[src/pkg/kli_map.svh]
// Purpose: Offsets, reset values and line count of the keypad level interrupt unit
// Assumes: Special function register bus with 8-bit byte address
// Notes: Definitions only
`ifndef KLI_MAP_SVH
`define KLI_MAP_SVH

`define KLI_ADDR_POLARITY 8'h9C
`define KLI_ADDR_MASK 8'h9D
`define KLI_ADDR_FLAGS 8'h9E
`define KLI_RST_FLAGS 8'h00
`define KLI_RST_MASK 8'h00
`define KLI_RST_POLARITY 8'h00
// Pull-up idle level of the pins, so reset shows no pressed key
`define KLI_RST_PINS 8'hFF
`define KLI_LINES 8

`endif

[src/pkg/kli_pkg.sv]
// Purpose: Types shared by the keypad level interrupt unit
// Assumes: Eight keypad lines
// Notes: Numbers live in kli_map.svh
package kli_pkg;
  typedef logic [7:0] kli_byte_t;
  typedef logic [7:0] kli_addr_t;
endpackage : kli_pkg

[src/verilog/kli_sync.sv]
// Purpose: Two-flop synchroniser for the eight port one pins
// Assumes: Pins are asynchronous to i_clk
// Notes: First stage is read only by the second stage
`timescale 1ns/100ps
`include "kli_map.svh"
module kli_sync (
  // Clock and reset
  input wire logic i_clk,
  input wire logic i_reset_n,
  // Pins
  input wire kli_pkg::kli_byte_t i_pins,
  output kli_pkg::kli_byte_t o_pins
);
  import kli_pkg::*;

  kli_byte_t meta;

  always_ff @(posedge i_clk or negedge i_reset_n) begin
    if (!i_reset_n) begin
      // Idle is high: a low reset value would fake a low-level match on every line
      meta <= `KLI_RST_PINS;
      o_pins <= `KLI_RST_PINS;
    end else begin
      meta <= i_pins;
      o_pins <= meta;
    end
  end
endmodule : kli_sync

[src/verilog/kli_top.sv]
// Purpose: Keypad level interrupt unit on port one
// Assumes: Core register bus with one-cycle write strobe and combinational address
// Notes: Pins are synchronised; request and wake are registered
`timescale 1ns/100ps
`include "kli_map.svh"

// Functional notes
// - Eight keypad lines, each interrupting on a high or low level per line.
// - Lines are an alternate function of the port one pins.
// - Eight independent sources merge into one shared request output.
// - Global enable bit gates the combined keypad request.
// - Each line compares with its own polarity bit only.
// - A line contributes to the request only while its mask bit is set.
// - Hardware sets flag x whenever line x shows the programmed level.
// - A set flag requests only when its per-line enable bit is set.
// - Flag register resets to all zeros.
// - An enabled match wakes the core from idle and power-down.
// - One to eight lines usable; unused lines stay ordinary port pins.
// - Cleared mask leaves the pin ordinary; mask register resets to zero.
// - Polarity clear selects low, set selects high; resets to zero.
module kli_top (
  // Clock and reset
  input wire logic i_clk,
  input wire logic i_reset_n,
  // Port one pins
  input wire kli_pkg::kli_byte_t i_port_one_pins,
  // Register bus
  input wire kli_pkg::kli_addr_t i_addr,
  input wire logic i_wr,
  input wire logic i_rd,
  input wire kli_pkg::kli_byte_t i_wdata,
  output kli_pkg::kli_byte_t o_rdata,
  // Global enable from the second interrupt enable register
  input wire logic i_keypad_global_irq_enable,
  // Outputs
  output logic o_irq,
  output logic o_wake,
  output kli_pkg::kli_byte_t o_keypad_lines
);
  import kli_pkg::*;

  // ------------------------------------------------------------
  // Synchronised pins
  // ------------------------------------------------------------
  kli_byte_t pins_sync;
  kli_byte_t line_match_flags;
  kli_byte_t line_irq_mask;
  kli_byte_t line_polarity_select;
  kli_byte_t match;
  kli_byte_t next_flags;

  kli_sync u_sync (
    .i_clk(i_clk),
    .i_reset_n(i_reset_n),
    .i_pins(i_port_one_pins),
    .o_pins(pins_sync)
  );

  // XNOR: polarity 1 matches high, 0 matches low
  assign match = ~(pins_sync ^ line_polarity_select);

  function automatic logic any_request(input kli_byte_t f, input kli_byte_t m);
    any_request = |(f & m);
  endfunction : any_request

  // ------------------------------------------------------------
  // Configuration registers
  // ------------------------------------------------------------
  always_ff @(posedge i_clk or negedge i_reset_n) begin
    if (!i_reset_n) begin
      line_irq_mask <= `KLI_RST_MASK;
      line_polarity_select <= `KLI_RST_POLARITY;
    end else if (i_wr) begin
      if (i_addr == `KLI_ADDR_MASK) begin
        line_irq_mask <= i_wdata;
      end
      if (i_addr == `KLI_ADDR_POLARITY) begin
        line_polarity_select <= i_wdata;
      end
    end
  end

  // ------------------------------------------------------------
  // Flags
  // ------------------------------------------------------------
  // Set wins over a software clear in the same cycle, so a held key re-flags
  always_comb begin
    next_flags = line_match_flags;
    if (i_wr && i_addr == `KLI_ADDR_FLAGS) begin
      next_flags = i_wdata;
    end
    next_flags = next_flags | match;
  end

  always_ff @(posedge i_clk or negedge i_reset_n) begin
    if (!i_reset_n) begin
      line_match_flags <= `KLI_RST_FLAGS;
    end else begin
      line_match_flags <= next_flags;
    end
  end

  // ------------------------------------------------------------
  // Request, wake and read-back
  // ------------------------------------------------------------
  always_ff @(posedge i_clk or negedge i_reset_n) begin
    if (!i_reset_n) begin
      o_irq <= 1'b0;
      o_wake <= 1'b0;
      o_keypad_lines <= 8'h00;
    end else begin
      o_irq <= i_keypad_global_irq_enable &
               any_request(line_match_flags, line_irq_mask);
      // Wake needs the global enable, like the request, so a disabled unit stays asleep
      o_wake <= i_keypad_global_irq_enable &
                any_request(match, line_irq_mask);
      // Masked-off lines are free for ordinary port use
      o_keypad_lines <= line_irq_mask;
    end
  end

  always_ff @(posedge i_clk or negedge i_reset_n) begin
    if (!i_reset_n) begin
      o_rdata <= 8'h00;
    end else if (i_rd) begin
      unique case (i_addr)
        `KLI_ADDR_FLAGS: o_rdata <= line_match_flags;
        `KLI_ADDR_MASK: o_rdata <= line_irq_mask;
        `KLI_ADDR_POLARITY: o_rdata <= line_polarity_select;
        default: o_rdata <= 8'h00;
      endcase
    end
  end

  // ------------------------------------------------------------
  // Checks
  // ------------------------------------------------------------
  property p_irq_combine;
    @(posedge i_clk) disable iff (!i_reset_n)
      1'b1 |=> o_irq == ($past(i_keypad_global_irq_enable) &
                         (|($past(line_match_flags) & $past(line_irq_mask))));
  endproperty
  a_irq_combine: assert property (p_irq_combine) else $error("request mismatch");

  property p_no_global;
    @(posedge i_clk) disable iff (!i_reset_n)
      !i_keypad_global_irq_enable |=> !o_irq;
  endproperty
  a_no_global: assert property (p_no_global) else $error("request without enable");

  property p_masked_off;
    @(posedge i_clk) disable iff (!i_reset_n)
      line_irq_mask == 8'h00 |=> !o_irq && !o_wake;
  endproperty
  a_masked_off: assert property (p_masked_off) else $error("masked line requested");

  property p_flag_set;
    @(posedge i_clk) disable iff (!i_reset_n)
      1'b1 |=> (line_match_flags & $past(match)) == $past(match);
  endproperty
  a_flag_set: assert property (p_flag_set) else $error("match not flagged");

  property p_flag_sticky;
    @(posedge i_clk) disable iff (!i_reset_n)
      !(i_wr && i_addr == `KLI_ADDR_FLAGS) |=>
        (line_match_flags & $past(line_match_flags)) == $past(line_match_flags);
  endproperty
  a_flag_sticky: assert property (p_flag_sticky) else $error("flag self-cleared");

  property p_polarity;
    @(posedge i_clk) disable iff (!i_reset_n)
      1'b1 |=> (line_match_flags & $past(pins_sync) & $past(line_polarity_select)) ==
                 ($past(pins_sync) & $past(line_polarity_select));
  endproperty
  a_polarity: assert property (p_polarity) else $error("high level not flagged");

  property p_wake;
    @(posedge i_clk) disable iff (!i_reset_n)
      (i_keypad_global_irq_enable && |(match & line_irq_mask)) |=> o_wake;
  endproperty
  a_wake: assert property (p_wake) else $error("no wake on enabled match");

  property p_reclear;
    @(posedge i_clk) disable iff (!i_reset_n)
      (i_wr && i_addr == `KLI_ADDR_FLAGS && i_wdata == 8'h00) |=>
        line_match_flags == $past(match);
  endproperty
  a_reclear: assert property (p_reclear) else $error("clear during match lost");

  property p_low_level;
    @(posedge i_clk) disable iff (!i_reset_n)
      1'b1 |=> (line_match_flags & ~$past(pins_sync) & ~$past(line_polarity_select)) ==
                 (~$past(pins_sync) & ~$past(line_polarity_select));
  endproperty
  a_low_level: assert property (p_low_level) else $error("low level not flagged");

  property p_flag_write;
    @(posedge i_clk) disable iff (!i_reset_n)
      (i_wr && i_addr == `KLI_ADDR_FLAGS) |=>
        line_match_flags == ($past(i_wdata) | $past(match));
  endproperty
  a_flag_write: assert property (p_flag_write) else $error("flag write wrong");

  property p_no_spurious;
    @(posedge i_clk) disable iff (!i_reset_n)
      !(i_wr && i_addr == `KLI_ADDR_FLAGS) |=>
        (line_match_flags & ~$past(line_match_flags) & ~$past(match)) == 8'h00;
  endproperty
  a_no_spurious: assert property (p_no_spurious) else $error("stray flag");

  property p_irq_unflagged;
    @(posedge i_clk) disable iff (!i_reset_n)
      (line_match_flags & line_irq_mask) == 8'h00 |=> !o_irq;
  endproperty
  a_irq_unflagged: assert property (p_irq_unflagged) else $error("stray request");

  property p_irq_any;
    @(posedge i_clk) disable iff (!i_reset_n)
      (i_keypad_global_irq_enable && |(line_match_flags & line_irq_mask)) |=> o_irq;
  endproperty
  a_irq_any: assert property (p_irq_any) else $error("enabled flag not requested");

  property p_wake_global;
    @(posedge i_clk) disable iff (!i_reset_n)
      !i_keypad_global_irq_enable |=> !o_wake;
  endproperty
  a_wake_global: assert property (p_wake_global) else $error("wake without enable");

  property p_wake_idle;
    @(posedge i_clk) disable iff (!i_reset_n)
      (match & line_irq_mask) == 8'h00 |=> !o_wake;
  endproperty
  a_wake_idle: assert property (p_wake_idle) else $error("stray wake");

  // ------------------------------------------------------------
  // Register and read-back checks
  // ------------------------------------------------------------
  // Reset values are checked while reset is held, so no disable here
  property p_reset_values;
    @(posedge i_clk)
      !i_reset_n |-> line_match_flags == `KLI_RST_FLAGS && line_irq_mask == `KLI_RST_MASK &&
                     line_polarity_select == `KLI_RST_POLARITY && !o_irq && !o_wake;
  endproperty
  a_reset_values: assert property (p_reset_values) else $error("reset value wrong");

  property p_mask_write;
    @(posedge i_clk) disable iff (!i_reset_n)
      (i_wr && i_addr == `KLI_ADDR_MASK) |=> line_irq_mask == $past(i_wdata);
  endproperty
  a_mask_write: assert property (p_mask_write) else $error("mask write lost");

  property p_pol_write;
    @(posedge i_clk) disable iff (!i_reset_n)
      (i_wr && i_addr == `KLI_ADDR_POLARITY) |=> line_polarity_select == $past(i_wdata);
  endproperty
  a_pol_write: assert property (p_pol_write) else $error("polarity write lost");

  property p_cfg_hold;
    @(posedge i_clk) disable iff (!i_reset_n)
      !(i_wr && (i_addr == `KLI_ADDR_MASK || i_addr == `KLI_ADDR_POLARITY)) |=>
        $stable(line_irq_mask) && $stable(line_polarity_select);
  endproperty
  a_cfg_hold: assert property (p_cfg_hold) else $error("setting changed unwritten");

  property p_lines_copy;
    @(posedge i_clk) disable iff (!i_reset_n)
      1'b1 |=> o_keypad_lines == $past(line_irq_mask);
  endproperty
  a_lines_copy: assert property (p_lines_copy) else $error("line use wrong");

  property p_rd_flags;
    @(posedge i_clk) disable iff (!i_reset_n)
      (i_rd && i_addr == `KLI_ADDR_FLAGS) |=> o_rdata == $past(line_match_flags);
  endproperty
  a_rd_flags: assert property (p_rd_flags) else $error("flag read wrong");

  property p_rd_mask;
    @(posedge i_clk) disable iff (!i_reset_n)
      (i_rd && i_addr == `KLI_ADDR_MASK) |=> o_rdata == $past(line_irq_mask);
  endproperty
  a_rd_mask: assert property (p_rd_mask) else $error("mask read wrong");

  property p_rd_pol;
    @(posedge i_clk) disable iff (!i_reset_n)
      (i_rd && i_addr == `KLI_ADDR_POLARITY) |=> o_rdata == $past(line_polarity_select);
  endproperty
  a_rd_pol: assert property (p_rd_pol) else $error("polarity read wrong");

  property p_rd_unmapped;
    @(posedge i_clk) disable iff (!i_reset_n)
      (i_rd && i_addr != `KLI_ADDR_FLAGS && i_addr != `KLI_ADDR_MASK &&
       i_addr != `KLI_ADDR_POLARITY) |=> o_rdata == 8'h00;
  endproperty
  a_rd_unmapped: assert property (p_rd_unmapped) else $error("stray read data");

  property p_rd_hold;
    @(posedge i_clk) disable iff (!i_reset_n)
      !i_rd |=> $stable(o_rdata);
  endproperty
  a_rd_hold: assert property (p_rd_hold) else $error("read data moved");
endmodule : kli_top

[config.mk]
export PLATFORM = sky130hd
export DESIGN_NAME = kli_top
export DESIGN_NICKNAME = d
export VERILOG_FILES = /design/src/pkg/kli_pkg.sv /design/src/verilog/kli_sync.sv /design/src/verilog/kli_top.sv
export VERILOG_INCLUDE_DIRS = /design/src /design/src/pkg
export SDC_FILE = /design/constraint.sdc
export NUM_CORES = 1
export LEC_CHECK = 0
export BUFFER_PORTS_ARGS = -buffer_cell sky130_fd_sc_hd__buf_4
export CAP_MARGIN = 5
export CELL_PAD_IN_SITES_DETAIL_PLACEMENT = 0
export CELL_PAD_IN_SITES_GLOBAL_PLACEMENT = 1
export CORE_MARGIN = 4
export CORE_UTILIZATION = 46
export DETAILED_ROUTE_END_ITERATION = 10
export GPL_ROUTABILITY_DRIVEN = 0
export PLACE_DENSITY = 0.92
export SLEW_MARGIN = 25
export SYNTH_ARGS = -nofsm -noshare
export SYNTH_HDL_FRONTEND = slang
export SYNTH_HIERARCHICAL = 1
export SYNTH_SLANG_ARGS = --single-unit
[constraint.sdc]
create_clock -name i_clk -period 3.3 [get_ports i_clk]
set_clock_uncertainty 0.05 [all_clocks]
set_input_delay 0.165 -clock i_clk [delete_from_list [all_inputs] [get_ports i_clk]]
set_output_delay 0.165 -clock i_clk [all_outputs]
set_load 0.02 [all_outputs]
==> flow_summary_export.csv, run 1 <==
group,metric,value,unit
yosys,synth_ff_type,"dfrtp_1",
yosys,synth-seq-area-share,63.67,%
routing,ant_nets,0,
floorplan,die_area,0.006222,mm^2
timing,tns,0,ns
place,dp_hpwl,3198,um
timing,worstMarginPinSlew,0.7826,ns
timing,slew_violations,0,
clocking,cts_resized,0,
job,drv_cap,0,
yosys,synth_area,0.002311,mm^2
routing,dr.pass1.iters,4,
finish,finalNetCount,255,
grt,grt_pass1_wl,7783,um
floorplan,core,0.004786,mm^2
yosys,synth_nets,193,
routing,wl_met2,2276,um
power_and_ir_drop,pwr-share-clk,37.8,%
finish,area_delta_synth_final,28.86,%
timing,period_needed,1.521,ns
timing,period_share,46.10,%
yosys,synthArstFlopShare,100.0,%
clocking,clk_latency,0.32,ns
clocking,htree_levels,3,
setup_path,crit_buf_inv,1,
yosys,synth_edf_count,0,
yosys,yosys.area.top_type,"dfrtp_1",
grt,grt_max_degree,59,
yosys,ys_warn_count,6,
hold_path,holdCritPathClass,"input pin to flip-flop",
setup_path,worstPathMaxFanout,8,
yosys,yosys-top-cells-area,"dfrtp_1, dfstp_2, mux2_2, mux2i_1, a2bb2oi_1",
setup_path,cp_cell_sequence,"buf_4, nand4bb_4, nor4_4, mux2_2",
routing,drc,0,
routing,num_vias,1542,
power_and_ir_drop,seqPwrFrac,52.6,%
setup_path,crit_family,"simple AND/OR/NAND/NOR gates",
yosys,syn_inst,164,
routing,avgRoutedWirePerCell,15.96,um
grt,antenna_found_initial,0,
routing,wl_met3,305,um
clocking,cts_setup_buffers,0,
floorplan,ioPinCount,47,
timing,slew_headroom,47.44,%
power_and_ir_drop,internal_power,0.001129,W
timing,finalHoldViolCount,0,
yosys,syn_area_per_cell,14.09,um^2
clocking,clk_pin_slew_worst_paths,0.06,ns
power_and_ir_drop,pwr-share-comb,9.6,%
yosys,synth_mux_area_share,14.73,%
clocking,cts_tree,"done",
clocking,hold_buffers,9,
finish,multiInputGateArea,772.0,um^2
yosys,synth_cell_types,21,
floorplan,initial_core_util,48.29,%
yosys,synth-simple-area-share,6.605,%
finish,fin_util,62.22,%
yosys,synth-seq-cells,58,
finish,drive_gt1_share,40.43,%
power_and_ir_drop,power.switching,0.0003261,W
clocking,cts_sinks,58,
finish,seqCellArea,0.001471,mm^2
routing,vias_per_cell,5.192,
yosys,synth_most_common_cell,"dfrtp_1",
finish,antenna_cells,0,
timing,rsz0062_at_grt,"false",
routing,top_layer_used,"met4",
timing,fmax,657.3,MHz
power_and_ir_drop,irDropWorstVdd,0.0003362,V
timing,setup_viol,0,
setup_path,cp-start-kind,"input pin",
yosys,synth_top_area_share,45.48,%
yosys,synth_xor_area_share,3.032,%
floorplan,die_x,78.88,um
setup_path,slowest_stage,"nor4_4",
yosys,synth_top_family_by_area,"multiplexers",
setup_path,cpPeakStageDelay,0.70,ns
setup_path,arrival,1.67,ns
clocking,cts_root_buffer,"clkbuf_8",
routing,totalWireLength,4741,um
yosys,synth_commonest_cells,"dfrtp_1, dfstp_2, mux2_2, mux2i_1, nor2_1",
grt,grt-ovfl-total,0,
clocking,cts_max_path_buffers,2,
finish,fillers,386,
power_and_ir_drop,p_leak,1.320,nW
clocking,numCtsBuffers,9,
yosys,synth_adder_area_share,0,%
timing,postLayoutSetupSlackWorst,1.779,ns
run_status,status,"completed",
floorplan,fp.dieH,78.88,um
routing,wl_met1,2044,um
grt,grt_usage,16.76,%
setup_path,cp.required,3.45,ns
place,dp_slack,1.465,ns
grt,grt_pass1_vias,1596,
place,portBuffers,46,
setup_path,crit_type,"input pin to flip-flop",
routing,drtIter0Drc,74,
setup_path,end_kind,"flip-flop",
power_and_ir_drop,power_switching_share,22.42,%
yosys,synth_compound_area_share,9.042,%
power_and_ir_drop,p_per_area,488.5,mW/mm^2
floorplan,rows,25,
-- per-stage QoR --
step                hold WS [ns]  power (W)  cell area (um^2)  cells
floorplan                -0.1806  0.0008390              2311    164
global placement          0.2075  0.0009053              2721    273
detailed placement        0.2147  0.0009086              2721    273
CTS                      0.03374   0.001470              2978    297
global route             0.03417   0.001517              2978    297
finish                   0.04722   0.001455              2978    297
-- power groups by stage --
stage / registers, W / logic [W] / clock network [W]
after floorplan: 0.000782 / 0.0000570 / 0
after global placement: 0.000775 / 0.000130 / 0
after detailed placement: 0.000777 / 0.000132 / 0
after CTS: 0.000765 / 0.000141 / 0.000564
after global routing: 0.000769 / 0.000151 / 0.000597
final: 0.000765 / 0.000140 / 0.000551
-- cell usage in the layout (no fill, tap or decap), drive strengths merged, types with 2 or more instances in the layout --
cell type and instances:
buf 47, dfrtp 42, nor2 16, mux2i 16, mux2 16, dfstp 16
clkbuf 15, inv 11, dlygate4sd3 9, xnor2 8, a22oi 8, a2bb2oi 8
o22ai 8, a41oi 2, nor4 2
-- area by class of cell --
type	instances	area share, %
Clock buffer	15	5.588
Multi-Input combinational cell	90	25.92
Timing Repair Buffer	56	14.87
Inverter	11	1.387
Sequential cell	58	49.41
Tap cell	67	2.815
-- sequential cells by signal, summed over array words and instances, names as in the netlist --
signal,flops
o_irq,1
u_sync/meta,8
o_wake,1
line_polarity_select,8
line_irq_mask,8
line_match_flags,8
u_sync/o_pins,8
o_rdata,8
o_keypad_lines,8
-- layer usage --
metal | vias up | GRT usage (%)
li1 | 707 | -
met1 | 775 | 21.47
met2 | 50 | 25.30
met3 | 10 | 5.102
met4 | 0 | 9.622
met5 | - | 0
-- cell families after synthesis --
kind of cell / Yosys count
AO/OA/AOI/OAI: 27
buffers and inverters: 16
AND/OR/NAND/NOR: 23
flip-flops: 58
XOR/XNOR: 8
multiplexers: 32
-- worst paths after layout --
check                                        start           endpoint  slack (ns)  cells after the start
setup / recovery                         i_addr[6]   line_irq_mask[3]        1.78                      4
max in group asynchronous                i_reset_n  o_keypad_lines[4]        2.35                      2
hold / removal                          i_wdata[0]   line_irq_mask[0]        0.05                      2
hold reg to reg                     u_sync/meta[7]   u_sync/o_pins[7]        0.30                      0
setup reg to reg           line_polarity_select[2]             o_wake        2.05                      3
min in group asynchronous                i_reset_n   line_irq_mask[5]        0.40                      2
(Power assumes the default switching activity.)
==> inputs of run 2 (changes only) <==
CORE_UTILIZATION = 39   (was 46)
PLACE_DENSITY = 0.84   (was 0.92)
clock period = 1.3 ns   (was 3.3 ns; I/O delays follow)
==> run 2 against run 1 <==
Cell count rose by 9.4%; power rose to 3.0 times the previous value; sequential power rose to 2.5 times the previous value; die area rose by 16%; setup slack got worse by 1.7 ns.
==> flow_summary_export.csv, run 2 (same netlist as run 1, synthesis figures left out) <==
group,metric,value,unit
floorplan,die_area,0.007221,mm^2
power_and_ir_drop,irDropWorstVdd,0.0006775,V
finish,drive_gt1_share,43.08,%
routing,vias_per_cell,4.942,
setup_path,crit_type,"flip-flop to flip-flop",
floorplan,rows,27,
floorplan,ioPinCount,47,
finish,stdcell_area,0.003253,mm^2
floorplan,die_x,84.98,um
routing,avgRoutedWirePerCell,15.77,um
finish,instances_no_fill,325,
place,portBuffers,46,
finish,finalNetCount,277,
job,drv_cap,0,
routing,drc,0,
clocking,cts_sinks,58,
clocking,cts_setup_buffers,0,
clocking,htree_levels,3,
clocking,cts_root_buffer,"clkbuf_8",
setup_path,cp.required,1.50,ns
grt,grt_pass1_wl,8466,um
floorplan,core,0.005642,mm^2
finish,area_delta_synth_final,40.77,%
routing,top_layer_used,"met4",
place,dp_hpwl,3566,um
timing,worstMarginPinSlew,0.3717,ns
routing,drtIter0Drc,100,
floorplan,fp.dieH,84.98,um
grt,grt-ovfl-total,0,
grt,antenna_found_initial,0,
routing,ant_nets,0,
setup_path,arrival,1.40,ns
clocking,numCtsBuffers,9,
clocking,cts_tree,"done",
timing,rsz0062_at_grt,"false",
place,dp.cells,290,
routing,wl_met1,2123,um
run_status,status,"completed",
timing,fmax,838.9,MHz
routing,wl_met2,2514,um
timing,setup_viol,0,
timing,slew_headroom,75.14,%
setup_path,reg2regPathDepth,3,
timing,period_share,91.69,%
routing,wl_met3,367,um
grt,grt_max_degree,27,
routing,dr.pass1.iters,4,
finish,antenna_cells,0,
clocking,cts_max_path_buffers,2,
setup_path,end_kind,"flip-flop",
hold_path,holdCritPathClass,"input pin to asynchronous set/reset pin",
grt,grt_usage,15.37,%
setup_path,cp-start-kind,"flip-flop",
place,placed_area,0.002830,mm^2
clocking,clk_latency,0.33,ns
grt,grt_pass1_vias,1731,
power_and_ir_drop,p_per_area,1324,mW/mm^2
finish,most-common-layout-cells,"buf_4, dfrtp_1, dlygate4sd3_1",
timing,period_needed,1.192,ns
timing,finalHoldViolCount,0,
finish,final_common_cell,"buf_4",
routing,totalWireLength,5126,um
clocking,clk_pin_slew_worst_paths,0.07,ns
setup_path,worstPathMaxFanout,3,
finish,fillers,475,
routing,num_vias,1606,
power_and_ir_drop,p_leak,1.463,nW
timing,tns,0,ns
floorplan,initial_core_util,40.96,%
timing,slew_violations,0,
## run 2: changes by cell type in the layout (fill, tap and decap cells not counted), sizes merged
cell	delta
bufinv	+3
clkinv	+3
clkbuf	-5
dlygate4sd3	+10
buf	+12
## run 2: what timing repair did
| item | 4_1_cts | 5_1_grt |
|---|---|---|
| hold buffers | 19 | 0 |
| endpoints found under the hold margin | 93 | 0 |
| gates resized for setup | 0 | 0 |
## run 2: stage by stage
stage	setup WS, ns	power [W]	util [%]	hold slack, ns
6_report	0.1080	0.004307	57.66	0.1248
5_1_grt	0.003618	0.004472	57.66	0.1681
4_1_cts	0.09396	0.004351	57.66	0.1216
3_5_place_dp	-0.1402	0.002332	50.17	-0.05133
3_3_place_gp	-0.1208	0.002324	50.17	-0.04983
2_1_floorplan	-0.0008012	0.002130	-	-0.2806
## run 2: report_power, final
part | internal [W] | switching, W
Sequential | 0.00189 | 0.0000444
Combinational | 0.000217 | 0.000186
Clock | 0.00126 | 0.000701
Total | 0.00338 | 0.000931
## run 2: layout make-up
| class | count | area (um^2) | share of cell area [%] |
|---|---|---|---|
| flip-flops and latches | 58 | 1471 | 45.23 |
| multi-input cells | 90 | 772.0 | 23.73 |
| well taps | 72 | 90.09 | 2.769 |
| repair buffers | 78 | 645.6 | 19.85 |
| clock inverters | 6 | 105.1 | 3.231 |
| inverters | 11 | 41.29 | 1.269 |
| clock buffers | 10 | 127.6 | 3.923 |
## run 2: routing by layer
metal / track usage (%) / up-vias
li1: - / 755
met4: 8.633 / 0
met1: 19.34 / 791
met5: 0 / -
met2: 23.94 / 51
met3: 4.078 / 9
## run 2: worst max-delay path, stage by stage (launching register included)
cell and delay [ns]:
dfstp_2 0.52, xnor2_1 0.17, a22oi_1 0.16, a41oi_1 0.22
## run 2: final timing paths
path | start | endpoint | slack (ns)
max | u_sync/o_pins[1] | o_wake | 0.11
min | i_reset_n | line_polarity_select[3] | 0.12
max reg2reg | u_sync/o_pins[1] | o_wake | 0.11
min reg2reg | u_sync/meta[7] | u_sync/o_pins[7] | 0.30
max in group asynchronous | i_reset_n | u_sync/o_pins[2] | 0.54
min in group i_clk | i_addr[1] | line_irq_mask[7] | 0.25
==> inputs of run 3 (changes only) <==
CORE_UTILIZATION = 46   (was 39)
PLACE_DENSITY = 0.92   (was 0.84)
clock period = 1.4 ns   (was 1.3 ns; I/O delays follow)
==> run 3 against run 2 <==
Critical path depth unchanged; clock power decreased by 15%; highest routed layer unchanged; hold slack improved by 0.027 ns; maximum frequency decreased by 6.6%.
==> flow_summary_export.csv, run 3 (same netlist as run 1, synthesis figures left out) <==
group,metric,value,unit
grt,grt_usage,17.49,%
grt,grt_max_degree,31,
floorplan,ioPinCount,47,
finish,antenna_cells,0,
routing,ant_nets,0,
routing,num_vias,1565,
timing,slew_headroom,74.65,%
setup_path,rr_endpoint,"o_wake",
timing,rsz0062_at_grt,"false",
grt,antenna_found_initial,0,
clocking,numCtsBuffers,9,
timing,tns,0,ns
finish,instances_no_fill,313,
routing,totalWireLength,4925,um
setup_path,crit_buf_inv,0,
routing,dr.pass1.iters,4,
setup_path,cp.required,1.53,ns
setup_path,crit_family,"flip-flops",
power_and_ir_drop,p_per_area,1205,mW/mm^2
timing,period_needed,1.277,ns
hold_path,holdCritPathClass,"input pin to asynchronous set/reset pin",
routing,drtIter0Drc,122,
place,dp_hpwl,3405,um
clocking,cts_resized,0,
timing,worstMarginPinSlew,0.3802,ns
finish,drive_gt1_share,41.46,%
clocking,cts_tree,"done",
job,drv_cap,0,
finish,final_common_cell,"buf_4",
timing,slew_violations,0,
power_and_ir_drop,irDropWorstVdd,0.0008461,V
place,dp.cells,278,
setup_path,crit_start,"u_sync/o_pins[4]",
setup_path,end_kind,"flip-flop",
setup_path,cp.depth,3,
clocking,cts_setup_buffers,0,
power_and_ir_drop,p_leak,1.417,nW
setup_path,cpPeakStageDelay,0.52,ns
place,portBuffers,46,
setup_path,crit_type,"flip-flop to flip-flop",
finish,finalNetCount,270,
setup_path,cp-start-kind,"flip-flop",
setup_path,cp-endpoint,"o_wake",
run_status,status,"completed",
floorplan,die_area,0.006222,mm^2
floorplan,initial_core_util,48.29,%
clocking,cts_sinks,58,
setup_path,rrSetupSlack,0.12,ns
routing,drc,0,
setup_path,cp_cell_sequence,"xnor2_1, a22oi_1, a41oi_1",
clocking,htree_levels,3,
grt,grt_pass1_wl,8045,um
finish,fin_util,66.46,%
routing,avgRoutedWirePerCell,15.73,um
timing,fmax,783.3,MHz
clocking,cts_max_path_buffers,2,
clocking,clk_latency,0.33,ns
grt,grt-ovfl-total,0,
finish,most-common-layout-cells,"buf_4, dfrtp_1, dlygate4sd3_1",
floorplan,rows,25,
floorplan,core,0.004786,mm^2
setup_path,arrival,1.41,ns
timing,setup_viol,0,
timing,period_share,91.18,%
setup_path,slowest_stage,"dfstp_2",
grt,grt_pass1_vias,1647,
timing,finalHoldViolCount,0,
setup_path,worstPathMaxFanout,3,
routing,vias_per_cell,5.000,
setup_path,reg2regPathDepth,3,
setup_path,r2r-start,"u_sync/o_pins[4]",
clocking,clk_pin_slew_worst_paths,0.06,ns
floorplan,fp.dieH,78.88,um
timing,holdWs,0.1516,ns
clocking,cts_root_buffer,"clkbuf_8",
floorplan,die_x,78.88,um
finish,area_delta_synth_final,37.63,%
## run 3: cell count changes in the layout (fill, tap and decap cells not counted)
| cell | before | now |
|---|---|---|
| clkinv_2 | 3 | 2 |
| clkinvlp_4 | 0 | 1 |
| bufinv_16 | 3 | 2 |
| buf_4 | 58 | 51 |
| clkbuf_8 | 9 | 10 |
## run 3: cell type report
cell class	instances	area, um^2
multi-input cells	90	772.0
clock buffers	11	141.4
repair buffers	71	593.1
flip-flops and latches	58	1471
inverters	11	41.29
fillers	362	1605
clock inverters	5	77.57
well taps	67	83.83
## run 3: how the worst min path moves through the flow
stage / endpoint / slack (ns) / cells past startpoint
3_5_place_dp: line_irq_mask[1] / -0.03 / 1
6_report: line_polarity_select[1] / 0.15 / 2
2_1_floorplan: line_irq_mask[0] / -0.28 / 0
4_1_cts: line_polarity_select[1] / 0.15 / 2
3_3_place_gp: line_polarity_select[1] / -0.03 / 1
5_1_grt: o_rdata[4] / 0.17 / 3
## run 3: report_power, final
part,internal (W),switching (W),total [W]
Clock,0.00104,0.000620,0.00166
Sequential,0.00176,0.0000408,0.00180
Combinational,0.000195,0.000172,0.000367
## run 3: through the flow
step	worst slack, ns	instance area, um^2	power [W]
after floorplan	0.09420	2311	0.001978
after global placement	0.01110	2771	0.002148
after detailed placement	-0.04250	2771	0.002158
after CTS	0.04026	3181	0.003880
after global routing	0.03531	3181	0.004003
final	0.1234	3181	0.003832
## run 3: what timing repair did
item / in CTS / in global routing
hold endpoints to repair: 95 / 0
hold buffers: 19 / 0
endpoints found under the setup margin: 0 / 6
## run 3: routing by layer
metal	track usage [%]	wire length, um	share of wire [%]
met1	22.71	2211	45
met2	27.67	2373	48
met3	4.989	250	5.1
met4	7.216	89	1.8
met5	0	0	0
